==> src/include/ecms_consts.svh <==
/*
 Timing counts for the external clock mode select block.
 Assumes inclusion by bare name; definitions only.
*/
`ifndef ECMS_CONSTS_SVH
`define ECMS_CONSTS_SVH
`define ECMS_LOCK_MIN_CYC 256
`define ECMS_LOCK_MAX_CYC 1000
`define ECMS_LOCK_CNT_W 10
`define ECMS_STOP_CYC 64
`define ECMS_STOP_CNT_W 7
`endif

==> src/include/ecms_pkg.sv <==
/*
 Types for the external clock mode select block.
 Assumes nothing beyond a SystemVerilog compiler.
*/
package ecms_pkg;
   typedef enum logic [1:0] {
      ECMS_DIV1,
      ECMS_DIV2,
      ECMS_DIV2_OSC_OFF,
      ECMS_TEST
   } ecms_mode_t;
   typedef enum logic [1:0] {
      ECMS_ST_IDLE,
      ECMS_ST_LOCK,
      ECMS_ST_RUN
   } ecms_state_t;
endpackage : ecms_pkg

==> src/design/ecms_top.sv <==
/*
 Clock source selection and machine cycle generation.
 Assumes the input clock pins are sampled by clk (50 MHz), are slower than
 half of it, and that the straps are static from power-up.
*/
`timescale 1ns/1ps
`default_nettype none
`include "ecms_consts.svh"
module ecms_top
   import ecms_pkg::*;
(
   input wire logic clk,
   input wire logic arst_n,
   input wire logic clock_mode_strap_a,
   input wire logic clock_mode_strap_b,
   input wire logic crystal_or_clock_input,
   input wire logic secondary_clock_input,
   input wire logic deep_idle_instruction,
   output logic machine_clock_output,
   output logic machine_cycle,
   output logic clock_locked,
   output logic oscillator_enable,
   output logic test_mode
);
   logic rst_s1;
   logic rst_n;
   always_ff @(posedge clk or negedge arst_n) begin
      if (!arst_n) begin
         rst_s1 <= 1'b0;
         rst_n <= 1'b0;
      end else begin
         rst_s1 <= 1'b1;
         rst_n <= rst_s1;
      end
   end

   ecms_mode_t mode;
   logic mode_valid;
   logic prim_d;
   logic sec_d;
   logic half;
   ecms_state_t state;
   logic [`ECMS_LOCK_CNT_W-1:0] lock_cnt;
   logic [`ECMS_STOP_CNT_W-1:0] stop_cnt;
   ecms_mode_t next_mode;
   logic next_mode_valid;
   logic next_half;
   ecms_state_t next_state;
   logic [`ECMS_LOCK_CNT_W-1:0] next_lock_cnt;
   logic [`ECMS_STOP_CNT_W-1:0] next_stop_cnt;
   logic next_mco;
   logic next_cycle;
   logic next_locked;
   logic prim_rise;
   logic sec_rise;
   logic sec_edge;
   ecms_mode_t strap_mode;

   assign prim_rise = crystal_or_clock_input && !prim_d;
   assign sec_rise = secondary_clock_input && !sec_d;
   assign sec_edge = secondary_clock_input != sec_d;

   always_comb begin
      unique case ({clock_mode_strap_a, clock_mode_strap_b})
         2'b11: strap_mode = ECMS_DIV2;
         2'b10: strap_mode = ECMS_DIV1;
         2'b00: strap_mode = ECMS_DIV2_OSC_OFF;
         2'b01: strap_mode = ECMS_TEST;
      endcase
   end

   always_comb begin
      next_mode = mode;
      next_mode_valid = 1'b1;
      if (!mode_valid) begin
         next_mode = strap_mode;
      end
      next_half = half;
      next_state = state;
      next_lock_cnt = lock_cnt;
      next_stop_cnt = stop_cnt;
      next_mco = machine_clock_output;
      next_cycle = 1'b0;
      next_locked = clock_locked;
      unique case (mode)
         ECMS_DIV2, ECMS_DIV2_OSC_OFF: begin
            // only input edges move state, so a stopped input holds it
            next_locked = mode_valid;
            // stale edge against the reset copy of the pin is ignored
            if (prim_rise && mode_valid) begin
               next_half = !half;
               next_mco = !half;
               next_cycle = !half;
            end
         end
         ECMS_DIV1: begin
            if (sec_edge) begin
               next_stop_cnt = '0;
            end else if (stop_cnt != `ECMS_STOP_CNT_W'(`ECMS_STOP_CYC)) begin
               next_stop_cnt = stop_cnt + 1'b1;
            end
            unique case (state)
               ECMS_ST_IDLE: begin
                  next_locked = 1'b0;
                  next_mco = 1'b0;
                  if (sec_rise && mode_valid) begin
                     next_state = ECMS_ST_LOCK;
                     next_lock_cnt = '0;
                  end
               end
               ECMS_ST_LOCK: begin
                  if (stop_cnt == `ECMS_STOP_CNT_W'(`ECMS_STOP_CYC)) begin
                     next_state = ECMS_ST_IDLE;
                  end else if (sec_rise) begin
                     next_lock_cnt = lock_cnt + 1'b1;
                     if (lock_cnt ==
                         `ECMS_LOCK_CNT_W'(`ECMS_LOCK_MIN_CYC - 1)) begin
                        next_state = ECMS_ST_RUN;
                        next_locked = 1'b1;
                     end
                  end
               end
               ECMS_ST_RUN: begin
                  next_mco = secondary_clock_input;
                  next_cycle = sec_rise;
                  if (stop_cnt == `ECMS_STOP_CNT_W'(`ECMS_STOP_CYC)) begin
                     // stop in or outside deep idle forces relock either way
                     next_state = ECMS_ST_IDLE;
                     next_locked = 1'b0;
                  end
               end
               default: next_state = ECMS_ST_IDLE;
            endcase
         end
         ECMS_TEST: begin
            next_locked = 1'b0;
            next_mco = 1'b0;
         end
      endcase
   end

   always_ff @(posedge clk or negedge rst_n) begin
      if (!rst_n) begin
         mode <= ECMS_DIV2;
         mode_valid <= 1'b0;
         prim_d <= 1'b0;
         sec_d <= 1'b0;
         half <= 1'b0;
         state <= ECMS_ST_IDLE;
         lock_cnt <= '0;
         stop_cnt <= '0;
         machine_clock_output <= 1'b0;
         machine_cycle <= 1'b0;
         clock_locked <= 1'b0;
         oscillator_enable <= 1'b0;
         test_mode <= 1'b0;
      end else begin
         mode <= next_mode;
         mode_valid <= next_mode_valid;
         prim_d <= crystal_or_clock_input;
         sec_d <= secondary_clock_input;
         half <= next_half;
         state <= next_state;
         lock_cnt <= next_lock_cnt;
         stop_cnt <= next_stop_cnt;
         machine_clock_output <= next_mco;
         machine_cycle <= next_cycle;
         clock_locked <= next_locked;
         oscillator_enable <= mode_valid && (mode == ECMS_DIV2);
         test_mode <= mode_valid && (mode == ECMS_TEST);
      end
   end

   // helper: secondary rising edges seen while locked is low in lock phase
   logic [`ECMS_LOCK_CNT_W-1:0] mon_edges;
   always_ff @(posedge clk or negedge rst_n) begin
      if (!rst_n) begin
         mon_edges <= '0;
      end else if (state != ECMS_ST_LOCK) begin
         mon_edges <= '0;
      end else if (sec_rise) begin
         mon_edges <= mon_edges + 1'b1;
      end
   end

   chk_lock_min_edges: assert property (@(posedge clk) disable iff (!rst_n)
      $rose(clock_locked) && mode == ECMS_DIV1
      |-> $past(mon_edges) == `ECMS_LOCK_CNT_W'(`ECMS_LOCK_MIN_CYC - 1))
      else $error("lock ended at wrong edge count");
   chk_lock_max_edges: assert property (@(posedge clk) disable iff (!rst_n)
      state == ECMS_ST_LOCK
      |-> mon_edges <= `ECMS_LOCK_CNT_W'(`ECMS_LOCK_MAX_CYC))
      else $error("lock phase too long");
   chk_div2_toggle: assert property (@(posedge clk) disable iff (!rst_n)
      mode == ECMS_DIV2 && mode_valid && prim_rise && !half
      |=> machine_clock_output && machine_cycle)
      else $error("halved clock did not rise");
   chk_div2_hold: assert property (@(posedge clk) disable iff (!rst_n)
      (mode == ECMS_DIV2 || mode == ECMS_DIV2_OSC_OFF) && !prim_rise
      |=> $stable(machine_clock_output) && $stable(half))
      else $error("static path changed without input edge");
   chk_div1_follow: assert property (@(posedge clk) disable iff (!rst_n)
      mode == ECMS_DIV1 && state == ECMS_ST_RUN && next_state == ECMS_ST_RUN
      |=> machine_clock_output == $past(secondary_clock_input))
      else $error("one-to-one output not following input");
   chk_stop_relock: assert property (@(posedge clk) disable iff (!rst_n)
      mode == ECMS_DIV1 && state == ECMS_ST_RUN
      && stop_cnt == `ECMS_STOP_CNT_W'(`ECMS_STOP_CYC)
      |=> !clock_locked && state == ECMS_ST_IDLE)
      else $error("stopped input did not force relock");
   chk_mode_div1: assert property (@(posedge clk) disable iff (!rst_n)
      $rose(mode_valid) |-> mode == ECMS_DIV1
      == (clock_mode_strap_a && !clock_mode_strap_b))
      else $error("one-to-one decode wrong");
   chk_mode_div2: assert property (@(posedge clk) disable iff (!rst_n)
      $rose(mode_valid) |-> mode == ECMS_DIV2
      == (clock_mode_strap_a && clock_mode_strap_b))
      else $error("halved decode wrong");
   chk_osc_off: assert property (@(posedge clk) disable iff (!rst_n)
      mode == ECMS_DIV2_OSC_OFF |=> !oscillator_enable)
      else $error("oscillator on with both straps low");
   chk_mode_fixed: assert property (@(posedge clk) disable iff (!rst_n)
      mode_valid |=> $stable(mode))
      else $error("mode changed after capture");

   cov_div1_lock: cover property (@(posedge clk) disable iff (!rst_n)
      mode == ECMS_DIV1 && $rose(clock_locked));
   cov_div1_relock: cover property (@(posedge clk) disable iff (!rst_n)
      mode == ECMS_DIV1 && $fell(clock_locked) && deep_idle_instruction);
   cov_div2_cycle: cover property (@(posedge clk) disable iff (!rst_n)
      mode == ECMS_DIV2 && machine_cycle);
   cov_test_mode: cover property (@(posedge clk) disable iff (!rst_n)
      test_mode);
endmodule : ecms_top
`default_nettype wire

==> config.mk <==
export PLATFORM = sky130hd
export DESIGN_NAME = ecms_top
export DESIGN_NICKNAME = d
export VERILOG_FILES = /design/src/include/ecms_pkg.sv /design/src/design/ecms_top.sv
export VERILOG_INCLUDE_DIRS = /design/src /design/src/include
export SDC_FILE = /design/constraint.sdc
export NUM_CORES = 1
export LEC_CHECK = 0
export BUFFER_PORTS_ARGS = -buffer_cell sky130_fd_sc_hd__buf_2
export CAP_MARGIN = 0
export CORE_MARGIN = 10
export CORE_UTILIZATION = 50
export DETAILED_ROUTE_END_ITERATION = 8
export PLACE_DENSITY_LB_ADDON = 0.08
export SETUP_SLACK_MARGIN = 0.05
export SLEW_MARGIN = 40
export SYNTH_ARGS = -nofsm -noshare
export SYNTH_HDL_FRONTEND = slang
export SYNTH_SLANG_ARGS = --single-unit
==> constraint.sdc <==
create_clock -name clk -period 1.3 [get_ports clk]
set_input_delay 0.13 -clock clk [delete_from_list [all_inputs] [get_ports clk]]
set_output_delay 0.13 -clock clk [all_outputs]
set_load 0.02 [all_outputs]
* Word level (Yosys, flattened, before mapping)
Index checks and enable logic that the tools add are counted.
** Word-level totals
- Flip-flop bits (word level) :: 32
- Input bits :: 7
- Output and inout bits :: 5
** Cells by class
- $add $sub $neg :: 2
- Equal/unequal tests :: 25
- Multiplexer cells :: 25
- Reduce and logical (&&, ||, !) cells :: 21
** Operators with widths (number)
- 2-to-1 mux 10 bit :: 3
- case mux 10 bit (2 select lines) :: 1
- != test 3 bit, second input constant :: 6
- AND reduction 5 bit :: 3
- 2-to-1 mux 7 bit :: 2
- adder 10 x 1 -> 10 bit, second input constant :: 1
- equality test 10 x 8 -> 1 bit, second input constant :: 1
- equality test 2 bit, second input constant :: 5
- 2-to-1 mux 2 bit :: 5
- != test 2 bit, second input constant :: 5
- case mux 1 bit (3 select lines) :: 3
- case mux 2 bit (4 select lines) :: 1
- adder 7 x 1 -> 7 bit, second input constant :: 1
- equality test 7 bit, second input constant :: 1
- 2-to-1 mux 1 bit :: 7
- != test 7 bit, second input constant :: 1
- equality test 2 x 1 -> 1 bit, second input constant :: 3
- logical AND 1 bit :: 6
- zero test 2 bit :: 3
- case mux 2 bit (3 select lines) :: 1
- AND reduction 2 bit :: 3
- != test 4 x 2 -> 1 bit, second input constant :: 1
- case mux 1 bit (2 select lines) :: 2
- nonzero test 2 bit :: 2
- other kinds (4) :: 6

* Logic depth before layout (Yosys ltp)
- Depth after elaboration :: 6
- Depth in mapped cells :: 7

* Worst setup path before layout
OpenSTA, ideal clock, no wires.
- Kind :: reg-to-reg
- Start :: register stop_cnt[3]
- End :: register lock_cnt[9]
- Library setup time :: 0.125 ns
- Arrival :: 1.693 ns
- Required time :: 1.175 ns
- Slack :: -0.518 ns
- Cell stages (with the launch flop) :: 6
- Path buffers :: 1
- Period minus slack after synthesis :: 1.818 ns
- Cells stage by stage :: dfrtp_1 or4b_4 nor3_4 buf_6 nor4_2 mux2_4
** On the way
- Longest elaborated chain between the ends :: 3
** Ends and longest elaborated chain
- start, declared :: line ecms_top.sv:44 : logic [`ECMS_STOP_CNT_W-1:0] stop_cnt;
- start signal, assigned :: line ecms_top.sv:165 : stop_cnt <= next_stop_cnt;
- equality test 7 bit :: line ecms_top.sv:112 : if (stop_cnt == `ECMS_STOP_CNT_W'(`ECMS_STOP_CYC)) begin
- != test 2 bit (no source line)
- AND reduction 5 bit (no source line)
- end signal, assigned :: line ecms_top.sv:164 : lock_cnt <= next_lock_cnt;
- end, declared :: line ecms_top.sv:43 : logic [`ECMS_LOCK_CNT_W-1:0] lock_cnt;
No other way between the ends.
A chain may end at the register's enable or synchronous reset.

* Final worst setup path
- Start :: register stop_cnt[5]
- End :: register lock_cnt[9]
Same word-level chain as after synthesis.

==> impl_metrics.yaml <==
outcome:
  outcome: "complete, but fails checks"
  violations: "negative setup slack"
power_and_ir_drop:
  p_int_mw: 2.285
  switching_share_pct: 34.42
  p_seq_share_pct: 35.3
  p_leak_nw: 1.255
  p_per_area_nw_per_um2: 1206
  peakVddDrop_mv: 1.333
  combPwrFrac_pct: 39.4
  clockPowerShare_pct: 25.4
  switchingPower_mw: 1.199
drt:
  drc: 0
  drtIter0Drc: 147
  drtAntennaViolNets: 0
  drt_wl_total_mm: 6.270
  wl_per_cell_um: 20.83
  drtPass1Iterations: 4
  vias: 1846
  avgViaCountPerCell: 6.133
sta:
  rsz0062_at_grt: "yes"
  min_period_ns: 1.810
  period_share_pct: 139.2
  holdWs_ns: 0.03715
  fin_skew_ns: 0.009244
  worst_slack_ns: -0.5101
  setup_viol: 22
  finalSetupTns_ns: -6.605
  hold_viol: 0
  report.final.slew_viol_count: 0
  max_freq_mhz: 552.5
worst_setup_path:
  timing.rr.end: "lock_cnt[9]"
  path_cells: "or4b_4, nor3_4, buf_12, nor4_4, mux2_4"
  cp_slowest_stage_delay_ns: 0.61
  worst_path_dominant_cell_family: "simple AND/OR/NAND/NOR gates"
  worstSetupPathDepth: 5
  cp-startpoint: "stop_cnt[5]"
  cp-end-kind: "flop"
  crit_path_end: "lock_cnt[9]"
  r2r_slack_ns: -0.51
  cp.required_ns: 1.54
  r2r.worst_path.cells: 5
  cp_max_fo: 6
  cp_num_buf_inv: 1
  cp_slowest_cell: "or4b_4"
  r2r-start: "stop_cnt[5]"
  arrival_ns: 2.05
  path_class: "reg2reg"
  critPathLaunchType: "flop"
final_layout:
  syn2layout_area_growth_pct: 66.40
  finalCoreUtilization_pct: 86.54
  drive_gt1_share_pct: 58.04
  fill_cells: 163
  regArea_um2: 802.0
  fin_nets: 269
  multiInputGateArea_um2: 1237
  diodes: 0
clock_network:
  clock-sinks: 32
  clk_pin_slew_ns: 0.10
  cts_tree: "done"
  clk_latency_ns: 0.35
  cts_buffers: 5
  clockBufferDepth: 2
  htree_levels: 2
  cts_root_buffer: "clkbuf_4"
placed_design:
  pre_cts_ws_ns: -0.4456
  place_congestion: 0.8268
  port_buffers: 10
  hpwl_mm: 3.232
worst_hold_path:
  hold_path_class: "in2reg"
die:
  io_pins: 12
  start_util_pct: 52.01
  die_x_um: 78.92
  num_rows: 21
  core_area_um2: 3337
  die-area_um2: 6228
  die_h_um: 78.92
logic_synthesis:
  syn_area_per_cell_um2: 9.974
  syn-cell-area_um2: 1735
  synth_edf_count: 0
  yosysSeqAreaShare_pct: 46.21
  synth_warnings: 0
  synth_flop_cell: "dfrtp_1"
  yosys.cell_types.count: 49
  synthCells: 174
  ys_ff_latch: 32
  async_reset_ff_share_pct: 100.0
grt:
  grt_start_max_net_pins: 31
  grt_pass1_vias: 1806
  grt_pass1_wl_mm: 8.438
  grtUsageTotal_pct: 16.71
  grt_antenna_before_repair: 0
  grt_overflow: 0
run:
  drv_cap: 0
-- Yosys cell counts (2+ instances only) --
cell type	n	share of area (%)
a21oi_1	5	1.4
nand2_1	18	3.9
mux2_2	2	1.3
o21ai_0	13	3.7
o31ai_1	9	3.9
dfrtp_1	31	45
nand3_1	10	2.9
or4_1	5	2.2
inv_1	11	2.4
o311ai_0	2	1.0
nand3b_1	2	0.86
clkbuf_1	3	0.65
and2_1	3	1.1
nor4b_1	2	1.0
a31oi_1	3	1.1
and4_1	2	1.0
nor2_1	6	1.3
nand2b_1	5	1.8
and3_1	2	0.72
ha_1	8	5.8
or3_1	3	1.1
mux2i_1	2	1.2
-- sequential cells by signal, summed over array words and instances (netlist names) --
| register | flops |
|---|---|
| sec_d | 1 |
| stop_cnt | 7 |
| machine_cycle | 1 |
| rst_n | 1 |
| machine_clock_output | 1 |
| mode_valid | 1 |
| state | 2 |
| half | 1 |
| mode | 2 |
| rst_s1 | 1 |
| clock_locked | 1 |
| test_mode | 1 |
| prim_d | 1 |
| oscillator_enable | 1 |
| lock_cnt | 10 |
-- final cells by class --
type,count,area share [%]
Clock buffer,7,2.253
Multi-Input combinational cell,127,42.85
Sequential cell,32,27.77
Clock inverter,1,1.040
Inverter,11,1.646
Tap cell,46,1.993
Timing Repair Buffer,77,22.44
-- routing by layer --
layer  vias up  track usage [%]  wire length [µm]
li1        802                -                 -
met1       918            17.98              2313
met2        91            29.85              3215
met3        35            4.842               432
met4         0            7.168               309
met5         -                0                 0
-- kinds of logic after synthesis --
logic type / after synthesis / synth area share, %
buffers and inverters: 16 / 3.965
and+or+nand+nor: 68 / 23.22
xor gates and xnor gates: 1 / 0.5048
AOI/OAI and AO/OA: 43 / 16.80
adders and majority gates: 8 / 5.768
muxes: 5 / 3.316
DFF: 32 / 46.21
other: 1 / 0.2161
-- placed cells by master, fill, tap and decap left out, drive strengths merged, types with 5 or more instances in the layout --
cell    instances
nand2          18
dfrtp          31
ha              8
o31ai           9
inv            10
nand3          10
a21oi           5
buf            73
o21ai          14
or4             5
nand2b          5
clkbuf          8
nor2            6
-- power groups by stage --
stage | Clock, mW | Combinational [mW] | Sequential (mW)
6_report | 0.884 | 1.37 | 1.23
5_1_grt | 0.925 | 1.45 | 1.24
4_1_cts | 0.880 | 1.06 | 1.21
3_5_place_dp | 0 | 0.844 | 1.23
3_3_place_gp | 0 | 0.797 | 1.22
2_1_floorplan | 0 | 0.374 | 1.30
-- worst min-delay path by stage --
stage / slack [ns] / endpoint / start / cells after the start
CTS: 0.05 / sec_d / secondary_clock_input / 2
global route: 0.03 / mode[0] / clock_mode_strap_b / 2
global placement: -0.09 / rst_n / arst_n / 1
finish: 0.04 / mode[0] / clock_mode_strap_b / 2
detailed placement: -0.08 / rst_n / arst_n / 1
floorplan: -0.17 / rst_n / arst_n / 0
-- worst reg2reg max path, cell delays in order (launching register included) --
cell and delay [ns]:
dfrtp_1 0.40, or4b_4 0.61, nor3_4 0.19, buf_12 0.16, nor4_4 0.05, mux2_4 0.30
-- stage by stage --
step / area (µm²) / total power, mW / std cells
5_1_grt: 2888 / 3.619 / 301
3_3_place_gp: 2192 / 2.013 / 271
3_5_place_dp: 2192 / 2.070 / 271
6_report: 2888 / 3.484 / 301
4_1_cts: 2596 / 3.160 / 290
2_1_floorplan: 1763 / 1.675 / 175
-- what timing repair did --
action / CTS / global route
cloned: 0 / 1
pin swaps: 11 / 23
hold buffers: 3 / 0
hold endpoints to repair: 4 / 0
setup buffers: 11 / 13
gates resized for setup: 52 / 46
setup endpoints to repair: 23 / 23
Note: power is estimated with default switching activity, not from simulation.
